===== src/ppa_pkg.sv =====
// Shared constants of the parallel port address, pin and buffer status block
package ppa_pkg;

    // ========================================================================
    // Register offsets (word index on the plain register port)
    localparam logic [3:0] OFS_TARGET = 4'h0;
    localparam logic [3:0] OFS_PIN_EN = 4'h1;
    localparam logic [3:0] OFS_BUF_STATE = 4'h2;
    localparam logic [3:0] OFS_PAD_CFG = 4'h3;
    localparam logic [3:0] OFS_IN_WORD_ONE = 4'h4;
    localparam logic [3:0] OFS_IN_WORD_TWO = 4'h5;
    localparam logic [3:0] OFS_OUT_WORD_ONE = 4'h6;
    localparam logic [3:0] OFS_OUT_WORD_TWO = 4'h7;
    localparam logic [3:0] OFS_CONTROL = 4'h8;
    localparam logic [3:0] OFS_IRQ_STATUS = 4'h9;
    localparam logic [3:0] OFS_IRQ_MASK = 4'hA;

    // ========================================================================
    // Field positions
    localparam int CS_CTL_BIT = 14;
    localparam int SEL_PAD_BIT = 14;
    localparam int IN_ALL_FULL_BIT = 15;
    localparam int IN_OVF_BIT = 14;
    localparam int IN_FULL_LSB = 8;
    localparam int OUT_ALL_EMPTY_BIT = 7;
    localparam int OUT_UNF_BIT = 6;
    localparam int OUT_EMPTY_LSB = 0;
    localparam int PORT_ON_BIT = 15;
    localparam int IRQ_SEL_LSB = 13;
    localparam int MODE_LSB = 8;
    localparam int IRQ_OVF_BIT = 0;
    localparam int IRQ_UNF_BIT = 1;
    localparam int IRQ_CYC_BIT = 2;
    localparam int IRQ_BITS = 3;
    localparam int PAD_CFG_BITS = 3;

    // ========================================================================
    // Encodings
    localparam logic [1:0] MODE_LEGACY = 2'h0;
    localparam logic [1:0] MODE_ADDRESSED = 2'h1;
    localparam logic [1:0] IRQ_OFF = 2'h0;
    localparam logic [1:0] IRQ_EACH_CYCLE = 2'h1;
    localparam logic [1:0] IRQ_STALL = 2'h2;
    localparam logic [1:0] IRQ_LAST_SLOT = 2'h3;
    localparam logic [1:0] LAST_SLOT = 2'h3;

    // ========================================================================
    // Reset values
    localparam logic RST_EMPTY = 1'h1;
    localparam logic RST_OE_N = 1'h1;

endpackage


===== src/ppa_byte_slot.sv =====
// One byte slot: an input byte with its full flag, an output byte with its empty flag
`timescale 1ns/1ns
module ppa_byte_slot
(
    // Clock and reset
    input wire logic i_mclk,
    input wire logic i_rst,
    // External side
    input wire logic i_ext_wr_hit,
    input wire logic i_ext_rd_hit,
    input wire logic [7:0] i_ext_byte,
    // Software side
    input wire logic i_sw_in_take,
    input wire logic i_sw_out_load,
    input wire logic [7:0] i_sw_byte,
    // State
    output logic [7:0] o_in_byte,
    output logic o_in_full,
    output logic [7:0] o_out_byte,
    output logic o_out_empty
);

    typedef struct packed {
        logic [7:0] in_byte;
        logic in_full;
        logic [7:0] out_byte;
        logic out_empty;
    } ppa_slot_s;

    ppa_slot_s st_r;
    ppa_slot_s st_nxt;

    // ========================================================================
    // Next state; a software load beats the external empty set in the same cycle, and a write to a full slot is dropped even if software takes it
    always_comb
    begin
        st_nxt = st_r;
        if (i_sw_in_take)
        begin
            st_nxt.in_full = 1'b0;
        end
        if (i_ext_wr_hit && !st_r.in_full)
        begin
            st_nxt.in_byte = i_ext_byte;
            st_nxt.in_full = 1'b1;
        end
        if (i_ext_rd_hit)
        begin
            st_nxt.out_empty = 1'b1;
        end
        if (i_sw_out_load)
        begin
            st_nxt.out_byte = i_sw_byte;
            st_nxt.out_empty = 1'b0;
        end
    end

    // State register
    always_ff @(posedge i_mclk or posedge i_rst)
    begin
        if (i_rst)
        begin
            st_r <= '0;
            st_r.out_empty <= ppa_pkg::RST_EMPTY;
        end
        else
        begin
            st_r <= st_nxt;
        end
    end

    assign o_in_byte = st_r.in_byte;
    assign o_in_full = st_r.in_full;
    assign o_out_byte = st_r.out_byte;
    assign o_out_empty = st_r.out_empty;

endmodule


===== src/ppa_port.sv =====
// Parallel port address, pad enable and slave buffer status block
//
// Function
// Address register bit 14 drives chip select one active or inactive.
// Address register bits 10..0 hold the destination address driven on pads.
// Pad enable bit 14 makes the chip select pad a port pad.
// Pad enable bits 10..2 make matching pads port address lines.
// Pad enable bits 1..0 make the two low pads address or latch pads.
// Unused bits 15 and 13..11 of address and pad enable read zero.
// Input-all-full reads one only while all four input slots are full.
// Write to a full input slot sets sticky overflow until software clears.
// Per-slot full flag set on data, cleared when software reads that slot.
// Output-all-empty reads one only while all four output slots are empty.
// Read of an empty output slot sets sticky underflow until software clears.
// Per-slot empty flag clears when software writes that slot.
// Two address lines pick slots 0..3: low/high byte of word one, two.
// Mode field 01 selects the addressed slave mode using two address lines.
// Interrupt select 11 fires on slot 3 access, buffered or addressed.
// External write with chip select stores byte and sets full, else discards.
// Master holds chip select and address stable around each strobe.
`timescale 1ns/1ns
module ppa_port
#(
    parameter int LOC_W = 11
)
(
    // Clock and reset
    input wire logic i_mclk,
    input wire logic i_rst,
    // Register port
    input wire logic [3:0] i_addr,
    input wire logic [15:0] i_wr_data,
    input wire logic i_wr,
    input wire logic i_rd,
    output logic [15:0] o_rd_data,
    // External parallel master
    input wire logic i_ext_cs,
    input wire logic i_ext_rd,
    input wire logic i_ext_wr,
    input wire logic [1:0] i_buffer_select_lines,
    input wire logic [7:0] i_ext_data,
    output logic [7:0] o_ext_data,
    output logic o_ext_data_oe_n,
    // Pads
    output logic [10:0] o_location_pins,
    output logic [10:0] o_location_pad_sel,
    output logic o_chip_select_one_pin,
    output logic o_chip_select_pad_sel,
    output logic o_ttl_input_sel,
    // Interrupt
    output logic o_irq
);

    // ========================================================================
    // Elaboration check
    if (LOC_W != 11)
    begin : g_bad_width
        $error("ppa_port: location width must be 11");
    end

    typedef struct packed {
        logic chip_select_one_ctl;
        logic [10:0] location;
        logic select_pad_enable;
        logic [10:0] location_pad_enables;
        logic [2:0] pad_cfg;
        logic port_on;
        logic [1:0] interrupt_request_select;
        logic [1:0] port_mode_field;
        logic input_overflow;
        logic output_underflow;
        logic [2:0] irq_status;
        logic [2:0] irq_mask;
        logic wr_prev;
        logic rd_prev;
        logic [1:0] in_ptr;
        logic [1:0] out_ptr;
        logic [15:0] rd_data;
        logic [7:0] ext_dout;
        logic ext_oe_n;
        logic irq;
    } ppa_state_s;

    ppa_state_s st_r;
    ppa_state_s st_nxt;

    logic [7:0] in_byte [4];
    logic [7:0] out_byte [4];
    logic [3:0] input_buffer_full_flags;
    logic [3:0] output_buffer_empty_flags;
    logic [3:0] sw_in_take;
    logic [3:0] sw_out_load;
    logic [3:0] ext_wr_hit_v;
    logic [3:0] ext_rd_hit_v;
    logic slave_on;
    logic wr_hit;
    logic rd_hit;
    logic [1:0] wr_sel;
    logic [1:0] rd_sel;
    logic input_all_full;
    logic output_all_empty;
    logic ev_ovf;
    logic ev_unf;
    logic ev_cyc;
    logic [15:0] status_word;

    // ========================================================================
    // External strobe decode
    assign slave_on = st_r.port_on && !st_r.port_mode_field[1];
    assign wr_hit = slave_on && i_ext_cs && i_ext_wr && !st_r.wr_prev;
    assign rd_hit = slave_on && i_ext_cs && i_ext_rd && !st_r.rd_prev;

    // Slot choice: address lines in addressed mode, running pointer otherwise
    always_comb
    begin
        if (st_r.port_mode_field == ppa_pkg::MODE_ADDRESSED)
        begin
            wr_sel = i_buffer_select_lines;
            rd_sel = i_buffer_select_lines;
        end
        else
        begin
            wr_sel = st_r.in_ptr;
            rd_sel = st_r.out_ptr;
        end
    end

    // Status summaries
    assign input_all_full = &input_buffer_full_flags;
    assign output_all_empty = &output_buffer_empty_flags;
    assign ev_ovf = wr_hit && input_buffer_full_flags[wr_sel];
    assign ev_unf = rd_hit && output_buffer_empty_flags[rd_sel];

    // Cycle interrupt event per request select
    always_comb
    begin
        case (st_r.interrupt_request_select)
            ppa_pkg::IRQ_EACH_CYCLE: ev_cyc = wr_hit || rd_hit;
            ppa_pkg::IRQ_LAST_SLOT: ev_cyc = (wr_hit && wr_sel == ppa_pkg::LAST_SLOT)
                || (rd_hit && rd_sel == ppa_pkg::LAST_SLOT);
            default: ev_cyc = 1'b0;
        endcase
    end

    // Buffer state word
    always_comb
    begin
        status_word = '0;
        status_word[ppa_pkg::IN_ALL_FULL_BIT] = input_all_full;
        status_word[ppa_pkg::IN_OVF_BIT] = st_r.input_overflow;
        status_word[ppa_pkg::IN_FULL_LSB +: 4] = input_buffer_full_flags;
        status_word[ppa_pkg::OUT_ALL_EMPTY_BIT] = output_all_empty;
        status_word[ppa_pkg::OUT_UNF_BIT] = st_r.output_underflow;
        status_word[ppa_pkg::OUT_EMPTY_LSB +: 4] = output_buffer_empty_flags;
    end

    // ========================================================================
    // Byte slots, two per word, low byte first
    for (genvar g = 0; g < 4; g++)
    begin : g_slot
        assign ext_wr_hit_v[g] = wr_hit && (wr_sel == 2'(g));
        assign ext_rd_hit_v[g] = rd_hit && (rd_sel == 2'(g));
        assign sw_in_take[g] = i_rd && (i_addr == ((g < 2) ? ppa_pkg::OFS_IN_WORD_ONE
            : ppa_pkg::OFS_IN_WORD_TWO));
        assign sw_out_load[g] = i_wr && (i_addr == ((g < 2) ? ppa_pkg::OFS_OUT_WORD_ONE
            : ppa_pkg::OFS_OUT_WORD_TWO));
        ppa_byte_slot u_slot
        (
            .i_mclk(i_mclk),
            .i_rst(i_rst),
            .i_ext_wr_hit(ext_wr_hit_v[g]),
            .i_ext_rd_hit(ext_rd_hit_v[g]),
            .i_ext_byte(i_ext_data),
            .i_sw_in_take(sw_in_take[g]),
            .i_sw_out_load(sw_out_load[g]),
            .i_sw_byte(i_wr_data[(g % 2) * 8 +: 8]),
            .o_in_byte(in_byte[g]),
            .o_in_full(input_buffer_full_flags[g]),
            .o_out_byte(out_byte[g]),
            .o_out_empty(output_buffer_empty_flags[g])
        );
    end

    // ========================================================================
    // Next state of registers, pointers, slave data and interrupt
    always_comb
    begin
        st_nxt = st_r;
        st_nxt.wr_prev = i_ext_wr;
        st_nxt.rd_prev = i_ext_rd;
        if (i_wr)
        begin
            case (i_addr)
                ppa_pkg::OFS_TARGET:
                begin
                    st_nxt.chip_select_one_ctl = i_wr_data[ppa_pkg::CS_CTL_BIT];
                    st_nxt.location = i_wr_data[10:0];
                end
                ppa_pkg::OFS_PIN_EN:
                begin
                    st_nxt.select_pad_enable = i_wr_data[ppa_pkg::SEL_PAD_BIT];
                    st_nxt.location_pad_enables = i_wr_data[10:0];
                end
                ppa_pkg::OFS_BUF_STATE:
                begin
                    st_nxt.input_overflow = i_wr_data[ppa_pkg::IN_OVF_BIT];
                    st_nxt.output_underflow = i_wr_data[ppa_pkg::OUT_UNF_BIT];
                end
                ppa_pkg::OFS_PAD_CFG:
                begin
                    st_nxt.pad_cfg = i_wr_data[2:0];
                end
                ppa_pkg::OFS_CONTROL:
                begin
                    st_nxt.port_on = i_wr_data[ppa_pkg::PORT_ON_BIT];
                    st_nxt.interrupt_request_select = i_wr_data[ppa_pkg::IRQ_SEL_LSB +: 2];
                    st_nxt.port_mode_field = i_wr_data[ppa_pkg::MODE_LSB +: 2];
                end
                ppa_pkg::OFS_IRQ_STATUS:
                begin
                    st_nxt.irq_status = st_r.irq_status & ~i_wr_data[2:0];
                end
                ppa_pkg::OFS_IRQ_MASK:
                begin
                    st_nxt.irq_mask = i_wr_data[2:0];
                end
                default:
                begin
                end
            endcase
        end
        // Hardware sets win over software clears
        if (ev_ovf)
        begin
            st_nxt.input_overflow = 1'b1;
        end
        if (ev_unf)
        begin
            st_nxt.output_underflow = 1'b1;
        end
        st_nxt.irq_status = st_nxt.irq_status | {ev_cyc, ev_unf, ev_ovf};
        st_nxt.irq = |(st_nxt.irq_status & st_nxt.irq_mask);
        // Running pointers of the buffered mode
        if (wr_hit && st_r.port_mode_field == ppa_pkg::MODE_LEGACY)
        begin
            st_nxt.in_ptr = st_r.in_ptr + 2'h1;
        end
        if (rd_hit && st_r.port_mode_field == ppa_pkg::MODE_LEGACY)
        begin
            st_nxt.out_ptr = st_r.out_ptr + 2'h1;
        end
        // Slave read data and bus drive
        if (rd_hit)
        begin
            st_nxt.ext_dout = out_byte[rd_sel];
        end
        st_nxt.ext_oe_n = !(slave_on && i_ext_cs && i_ext_rd);
        // Register read, valid one cycle after the strobe
        st_nxt.rd_data = '0;
        if (i_rd)
        begin
            case (i_addr)
                ppa_pkg::OFS_TARGET: st_nxt.rd_data = {1'b0, st_r.chip_select_one_ctl, 3'h0,
                    st_r.location};
                ppa_pkg::OFS_PIN_EN: st_nxt.rd_data = {1'b0, st_r.select_pad_enable, 3'h0,
                    st_r.location_pad_enables};
                ppa_pkg::OFS_BUF_STATE: st_nxt.rd_data = status_word;
                ppa_pkg::OFS_PAD_CFG: st_nxt.rd_data = {13'h0, st_r.pad_cfg};
                ppa_pkg::OFS_IN_WORD_ONE: st_nxt.rd_data = {in_byte[1], in_byte[0]};
                ppa_pkg::OFS_IN_WORD_TWO: st_nxt.rd_data = {in_byte[3], in_byte[2]};
                ppa_pkg::OFS_OUT_WORD_ONE: st_nxt.rd_data = {out_byte[1], out_byte[0]};
                ppa_pkg::OFS_OUT_WORD_TWO: st_nxt.rd_data = {out_byte[3], out_byte[2]};
                ppa_pkg::OFS_CONTROL: st_nxt.rd_data = {st_r.port_on,
                    st_r.interrupt_request_select, 3'h0, st_r.port_mode_field, 8'h00};
                ppa_pkg::OFS_IRQ_STATUS: st_nxt.rd_data = {13'h0, st_r.irq_status};
                ppa_pkg::OFS_IRQ_MASK: st_nxt.rd_data = {13'h0, st_r.irq_mask};
                default: st_nxt.rd_data = '0;
            endcase
        end
    end

    // State register
    always_ff @(posedge i_mclk or posedge i_rst)
    begin
        if (i_rst)
        begin
            st_r <= '0;
            st_r.ext_oe_n <= ppa_pkg::RST_OE_N;
        end
        else
        begin
            st_r <= st_nxt;
        end
    end

    // ========================================================================
    // Outputs, all from the state register
    assign o_rd_data = st_r.rd_data;
    assign o_ext_data = st_r.ext_dout;
    assign o_ext_data_oe_n = st_r.ext_oe_n;
    assign o_location_pins = st_r.location;
    assign o_location_pad_sel = st_r.location_pad_enables;
    assign o_chip_select_one_pin = st_r.chip_select_one_ctl;
    assign o_chip_select_pad_sel = st_r.select_pad_enable;
    assign o_ttl_input_sel = st_r.pad_cfg[0];
    assign o_irq = st_r.irq;

    // ========================================================================
    // Assertions
    property p_cs_write;
        @(posedge i_mclk) disable iff (i_rst)
        (i_wr && i_addr == ppa_pkg::OFS_TARGET) |=> o_chip_select_one_pin == $past(i_wr_data[14]);
    endproperty
    a_cs_write: assert property (p_cs_write) else $error("chip select not taken");

    property p_loc_write;
        @(posedge i_mclk) disable iff (i_rst)
        (i_wr && i_addr == ppa_pkg::OFS_TARGET) |=> o_location_pins == $past(i_wr_data[10:0]);
    endproperty
    a_loc_write: assert property (p_loc_write) else $error("address not taken");

    property p_pad_sel;
        @(posedge i_mclk) disable iff (i_rst)
        (i_wr && i_addr == ppa_pkg::OFS_PIN_EN) |=> o_chip_select_pad_sel == $past(i_wr_data[14])
            && o_location_pad_sel == $past(i_wr_data[10:0]);
    endproperty
    a_pad_sel: assert property (p_pad_sel) else $error("pad enables not taken");

    property p_unused_zero;
        @(posedge i_mclk) disable iff (i_rst)
        (i_rd && (i_addr == ppa_pkg::OFS_TARGET || i_addr == ppa_pkg::OFS_PIN_EN))
            |=> o_rd_data[15] == 1'b0 && o_rd_data[13:11] == 3'h0;
    endproperty
    a_unused_zero: assert property (p_unused_zero) else $error("unused bits not zero");

    property p_all_full;
        @(posedge i_mclk) disable iff (i_rst)
        (i_rd && i_addr == ppa_pkg::OFS_BUF_STATE)
            |=> o_rd_data[15] == &$past(input_buffer_full_flags)
            && o_rd_data[7] == &$past(output_buffer_empty_flags);
    endproperty
    a_all_full: assert property (p_all_full) else $error("summary flags wrong");

    property p_overflow;
        @(posedge i_mclk) disable iff (i_rst)
        ev_ovf |=> st_r.input_overflow ##1 (st_r.input_overflow
            || $past(i_wr && i_addr == ppa_pkg::OFS_BUF_STATE));
    endproperty
    a_overflow: assert property (p_overflow) else $error("overflow not sticky");

    property p_underflow;
        @(posedge i_mclk) disable iff (i_rst)
        ev_unf |=> st_r.output_underflow;
    endproperty
    a_underflow: assert property (p_underflow) else $error("underflow not set");

    property p_store;
        @(posedge i_mclk) disable iff (i_rst)
        (wr_hit && !input_buffer_full_flags[wr_sel])
            |=> input_buffer_full_flags[$past(wr_sel)] && in_byte[$past(wr_sel)] == $past(i_ext_data);
    endproperty
    a_store: assert property (p_store) else $error("byte not stored");

    property p_last_slot_irq;
        @(posedge i_mclk) disable iff (i_rst)
        (st_r.interrupt_request_select == ppa_pkg::IRQ_LAST_SLOT
            && st_r.port_mode_field == ppa_pkg::MODE_ADDRESSED && wr_hit
            && i_buffer_select_lines == 2'h3) |=> st_r.irq_status[2];
    endproperty
    a_last_slot_irq: assert property (p_last_slot_irq) else $error("slot 3 event lost");

endmodule


===== config.mk =====
export PLATFORM = sky130hd
export DESIGN_NAME = ppa_port
export DESIGN_NICKNAME = d
export VERILOG_FILES = /design/src/ppa_pkg.sv /design/src/ppa_byte_slot.sv /design/src/ppa_port.sv
export SDC_FILE = /design/constraint.sdc
export NUM_CORES = 1
export LEC_CHECK = 0
export BUFFER_PORTS_ARGS = -buffer_cell sky130_fd_sc_hd__clkbuf_2
export CORE_MARGIN = 2
export CORE_UTILIZATION = 30
export CTS_CLUSTER_DIAMETER = 30
export DETAILED_ROUTE_END_ITERATION = 16
export HOLD_SLACK_MARGIN = 0.06
export PLACE_DENSITY_LB_ADDON = 0.1
export SLEW_MARGIN = 20
export SYNTH_ARGS = -nofsm -noshare
export SYNTH_HDL_FRONTEND = slang
export SYNTH_HIERARCHICAL = 1
export SYNTH_SLANG_ARGS = --single-unit

===== constraint.sdc =====
create_clock -name i_mclk -period 2.22 [get_ports i_mclk]
set_clock_uncertainty 0.05 [all_clocks]
set_input_delay 0.333 -clock i_mclk [delete_from_list [all_inputs] [get_ports i_mclk]]
set_output_delay 0.333 -clock i_mclk [all_outputs]
set_load 0.02 [all_outputs]

; ---- Word level (Yosys, flattened, before mapping)
; Cells that the tools add are included.
[word_totals]
reg_bits = 144
inputBits = 37
output_inout_bits = 51
wordCells = 158
[op_classes]
n_addsub = 2
magnitude_cmp = 3
n_eq_ne = 19
n_mux = 32
bitwise = 5
n_reduce_logical = 61
[ops]
columns = cell, count
row1 = $pmux W16 S11, 1
row2 = $logic_and A1 B1 Y1, 26
row3 = $mux W8, 3
row4 = $reduce_bool A2 Y1, 12
row5 = $mux W1, 18
row6 = $bmux W8 S2, 1
row7 = $eq A4 B3 Y1 const B, 4
row8 = $mux W16, 1
row9 = $eq A4 B4 Y1 const B, 3
row10 = $reduce_and A2 Y1, 6
row11 = $eq A2 B2 Y1 const B, 5
row12 = $eq A2 B1 Y1 const B, 4
row13 = $eq A4 B2 Y1 const B, 2
row14 = $logic_not A1 Y1, 8
row15 = $reduce_and A4 Y1, 2
row16 = $and A3 B3 Y3, 2
row17 = $logic_not A2 Y1, 3
row18 = $lt A2 B3 Y1 const B, 2
row19 = $mux W2, 3
row20 = $mux W3, 2
row21 = $add A2 B1 Y2 const B, 2
row22 = $bmux W1 S2, 2
row23 = $eq A4 B1 Y1 const B, 1
row24 = $logic_not A4 Y1, 1
row25 = 7 further kinds, 8

; ---- Longest topological paths before layout
[depth]
depth_word = 11
mapped_depth = 8
mapped_depth_nobuf = 7

; ---- Hierarchy
; Netlist, hierarchy kept.
[by_module_without_submodules]
columns = module, instances, cells_per_inst, area_per_inst_um2, seq_area_each_um2
row1 = ppa_port, 1, 414, 4282.9, 1803.0
row2 = ppa_byte_slot, 4, 42, 706.9, 451.7

; ---- Worst setup path after synthesis
; No wires, ideal clock.
[synth_path]
path_kind = reg2reg
start = reg st_r[41] (netlist bit)
end = reg st_r (netlist bit o_irq)
setup_time_ns = 0.145
arrival_time_ns = 1.741
required_ns = 2.025
setup_slack_ns = 0.284
stages_incl_launch_ff = 6
n_path_buf = 0
period_less_slack_ns = 1.936
path_cell_list = dfrtp_1 -> nand2b_2 -> a21oi_2 -> mux4_2 -> a22oi_2 -> o221ai_1
[synth_rtl]
columns = item, line
row1 = from (decl), ppa_port.sv:84  ; ppa_state_s st_r;
row2 = from (signal assigned), ppa_port.sv:292  ; st_r <= st_nxt;

; ---- Final worst setup path
[layout_path]
start = reg st_r[41] (netlist bit)
end = reg g_slot[1].u_slot.st_r (netlist bit g_slot[1].u_slot/o_in_byte[4])
[layout_between]
elab_chain_len = 7
word_cells_on_any_way = 10
classes_between = eq/ne: 2 / mux: 1 / reduce/logical: 7
[layout_lines]
columns = item, line
row1 = branches (longest 5 deep; another with $eq A2 B1 Y1), n/a
row2 = $logic_and A1 B1 Y1 *, ppa_port.sv:161  ; assign ext_wr_hit_v[g] = wr_hit && (wr_sel == 2'(g));
row3 = net ext_wr_hit_v[1], ppa_port.sv:93  ; logic [3:0] ext_wr_hit_v;
row4 = $logic_and A1 B1 Y1 *, ppa_byte_slot.sv:42  ; if (i_ext_wr_hit && !st_r.in_full)
row5 = to (signal assigned), ppa_byte_slot.sv:68  ; st_r <= st_nxt;
row6 = to (decl), ppa_byte_slot.sv:30  ; ppa_slot_s st_r;
; Mark *: on every way through the listed nets, which the timed path passes.
; A chain may end at the register's enable or synchronous reset.

==> results.json <==
{
  "end_kind": "flip-flop",
  "coreArea_um2": 23400,
  "seq_area_frac_synth": 0.508,
  "pwr-share-seq": 0.429,
  "yosys_register_bits": 144,
  "finalSetupTns_ns": 0,
  "synth_nets": 619,
  "first_global_vias": 5059,
  "num_vias": 4963,
  "worstPathArrival_ns": 2.36,
  "yosysUniqueCellTypes": 51,
  "period_share": 0.947,
  "vias_per_cell": 4.94,
  "port_buffers": 87,
  "yosys.cell_count.top_type": "dfrtp_1",
  "antenna_found_initial": 0,
  "start_kind": "flip-flop",
  "fin_crit_ns": 2.10,
  "grt_setup_unrepaired": "false",
  "dp.cells": 969,
  "area_growth_syn_to_layout_pct": 20.3,
  "grt-ovfl-total": 0,
  "yosys_warnings": 6,
  "root_buffer": "clkbuf_16",
  "grt_pass1_wl_um": 33300,
  "sw_frac_of_total": 0.317,
  "wire_per_inst_um": 22.5,
  "avgSynthCellArea_um2": 12.2,
  "netlist_area_um2": 7110,
  "max_freq_mhz": 475,
  "ant_nets": 0,
  "cts-buffers-inserted": 17,
  "dieArea_um2": 24900,
  "synth.area.top_cells": "dfrtp_1, mux2_2, mux2_4",
  "layout.cells.non_filler": 1004,
  "gp_congestion": 0.892,
  "ios": 88,
  "yosysTopAreaCell": "dfrtp_1",
  "place_hpwl_um": 16800,
  "start_util": 0.304,
  "slew-limit-headroom": 0.426,
  "slew_viol_final": 0,
  "worstSetupPathType": "reg2reg",
  "placementRows": 56,
  "clkTransAtPathRegs_ns": 0.06,
  "postCtsSetupRepairBufs": 0,
  "clock_path_buffers": 2,
  "nFillCells": 2357,
  "worst_pin_slew_ns": 0.860,
  "drive_gt1_frac": 0.447,
  "cts_tree": "built",
  "nets": 709,
  "crit_fanout": 9,
  "die_w_um": 158,
  "async_flop_share": 1.00,
  "cts_sinks": 144,
  "switchingPower_w": 0.00282,
  "power_frac_clock": 0.322,
  "clk_latency_ns": 0.42,
  "synth_edf_count": 0,
  "power.internal_w": 0.00609,
  "synth_top_area_share": 0.489,
  "routed_wl_um": 22600,
  "synth_flop_cell": "dfrtp_1",
  "power.density_nw_per_um2": 1040,
  "grt_max_degree": 73,
  "setup_violations": 0,
  "die_h_um": 158,
  "leakagePower_nw": 3.97,
  "synth_commonest_cells": "dfrtp_1, mux2_2, buf_4",
  "cap_violations": 0,
  "drtIter0Drc": 370,
  "status": "complete, no violations",
  "postSynthCellCount": 582,
  "timing_hold_violations_final": 0,
  "drcViolationCount": 0,
  "dr.pass1.iters": 7,
  "track_usage": 0.187,
  "pwr-share-comb": 0.249,
  "reg2reg_slack_ns": 0.12,
  "ir_worst_vdd_mv": 0.424,
  "critPathRequiredTime_ns": 2.48,
  "cts-htree-levels": 4,
  "hp-class": "in2reg",
  "diodes": 0
}
==> registers in the layout, summed over array words and instances (netlist names), 4 cells and up <==
signal and count:
g_slot.u_slot/o_in_byte 32, g_slot.u_slot/o_in_full 4, g_slot.u_slot/o_out_byte 32, g_slot.u_slot/o_out_empty 4
o_ext_data 8, o_location_pad_sel 11, o_location_pins 11, o_rd_data 16
st_r 21
==> per-stage QoR <==
| stage | worst slack [ns] | util | instance area, µm² | power [W] | hold slack (ns) |
|---|---|---|---|---|---|
| global placement | -0.00449 | 0.339 | 7940 | 0.00605 | 0.390 |
| CTS | 0.128 | 0.366 | 8550 | 0.00901 | 0.0725 |
| finish | 0.117 | 0.366 | 8550 | 0.00891 | 0.0914 |
| floorplan | 0.0137 | - | 7110 | 0.00536 | 0.221 |
| detailed placement | 0.0351 | 0.339 | 7940 | 0.00609 | 0.385 |
| global route | 0.000129 | 0.366 | 8550 | 0.00934 | 0.0811 |
==> final cells by class <==
cell class              count  area, µm²  share of cell area
clock buffers              22        474              0.0554
clock inverters            10        110              0.0129
inverters                  10       38.8             0.00453
multi-input cells         352       2950               0.345
flip-flops and latches    144       3610               0.422
well taps                 319        399              0.0467
repair buffers            147        968               0.113
==> placed cells by master (no fill, tap or decap), drive strengths merged, types with 11 or more instances in the layout <==
master,n
dfrtp,139
clkbuf,109
mux2,109
buf,57
nand2,39
nor2,27
a22oi,26
mux2i,21
a31oi,14
o21ai,13
a21oi,12
nor2b,11
==> path summary, 6_finish.rpt <==
check	from	to	cells past startpoint
max in group asynchronous	i_rst	g_slot[1].u_slot/o_out_byte[6]	3
worst min-delay path	i_ext_cs	o_ext_data_oe_n	2
worst max-delay path	st_r[41]	g_slot[1].u_slot/o_in_byte[4]	6
worst min register to register	o_ext_data[3]	o_ext_data[3]	2
min in group asynchronous	i_rst	g_slot[2].u_slot/o_in_byte[4]	4
worst max register to register	st_r[41]	g_slot[1].u_slot/o_in_byte[4]	6
==> timing repair <==
action	in CTS	in global routing
hold buffers	3	0
endpoints found under the hold margin	125	0
resized for setup	0	0
==> critical path, stage by stage, from the launching register on <==
cell and delay (ns):
dfrtp_1 0.45, nor2b_1 0.23, nand4b_1 0.23, nor3_1 0.33, nor2b_2 0.25, buf_12 0.15, mux2_4 0.30
==> layer usage <==
metal | up-vias | part of all wire | track usage | wire length, µm
li1 | 2236 | - | - | -
met1 | 2563 | 0.49 | 0.270 | 11000
met2 | 143 | 0.45 | 0.282 | 10100
met3 | 21 | 0.039 | 0.0318 | 887
met4 | 0 | 0.023 | 0.0669 | 525
met5 | - | 0 | 0 | 0
==> logic make-up after synthesis <==
| group | Yosys count | synth area share |
|---|---|---|
| xor+xnor | 4 | 0.00493 |
| buf+inv | 86 | 0.0769 |
| mux | 132 | 0.225 |
| simple gates | 122 | 0.0894 |
| flops | 144 | 0.508 |
| compound gates | 94 | 0.0957 |
==> power groups by stage <==
| stage | combinational [W] | sequential [W] | clock [W] |
|---|---|---|---|
| after detailed placement | 0.00223 | 0.00386 | 0 |
| after CTS | 0.00224 | 0.00381 | 0.00295 |
| after global placement | 0.00221 | 0.00384 | 0 |
| after global routing | 0.00239 | 0.00389 | 0.00306 |
| after floorplan | 0.00170 | 0.00366 | 0 |
| final | 0.00222 | 0.00382 | 0.00287 |
No activity file was read; power rests on OpenSTA's default activity.
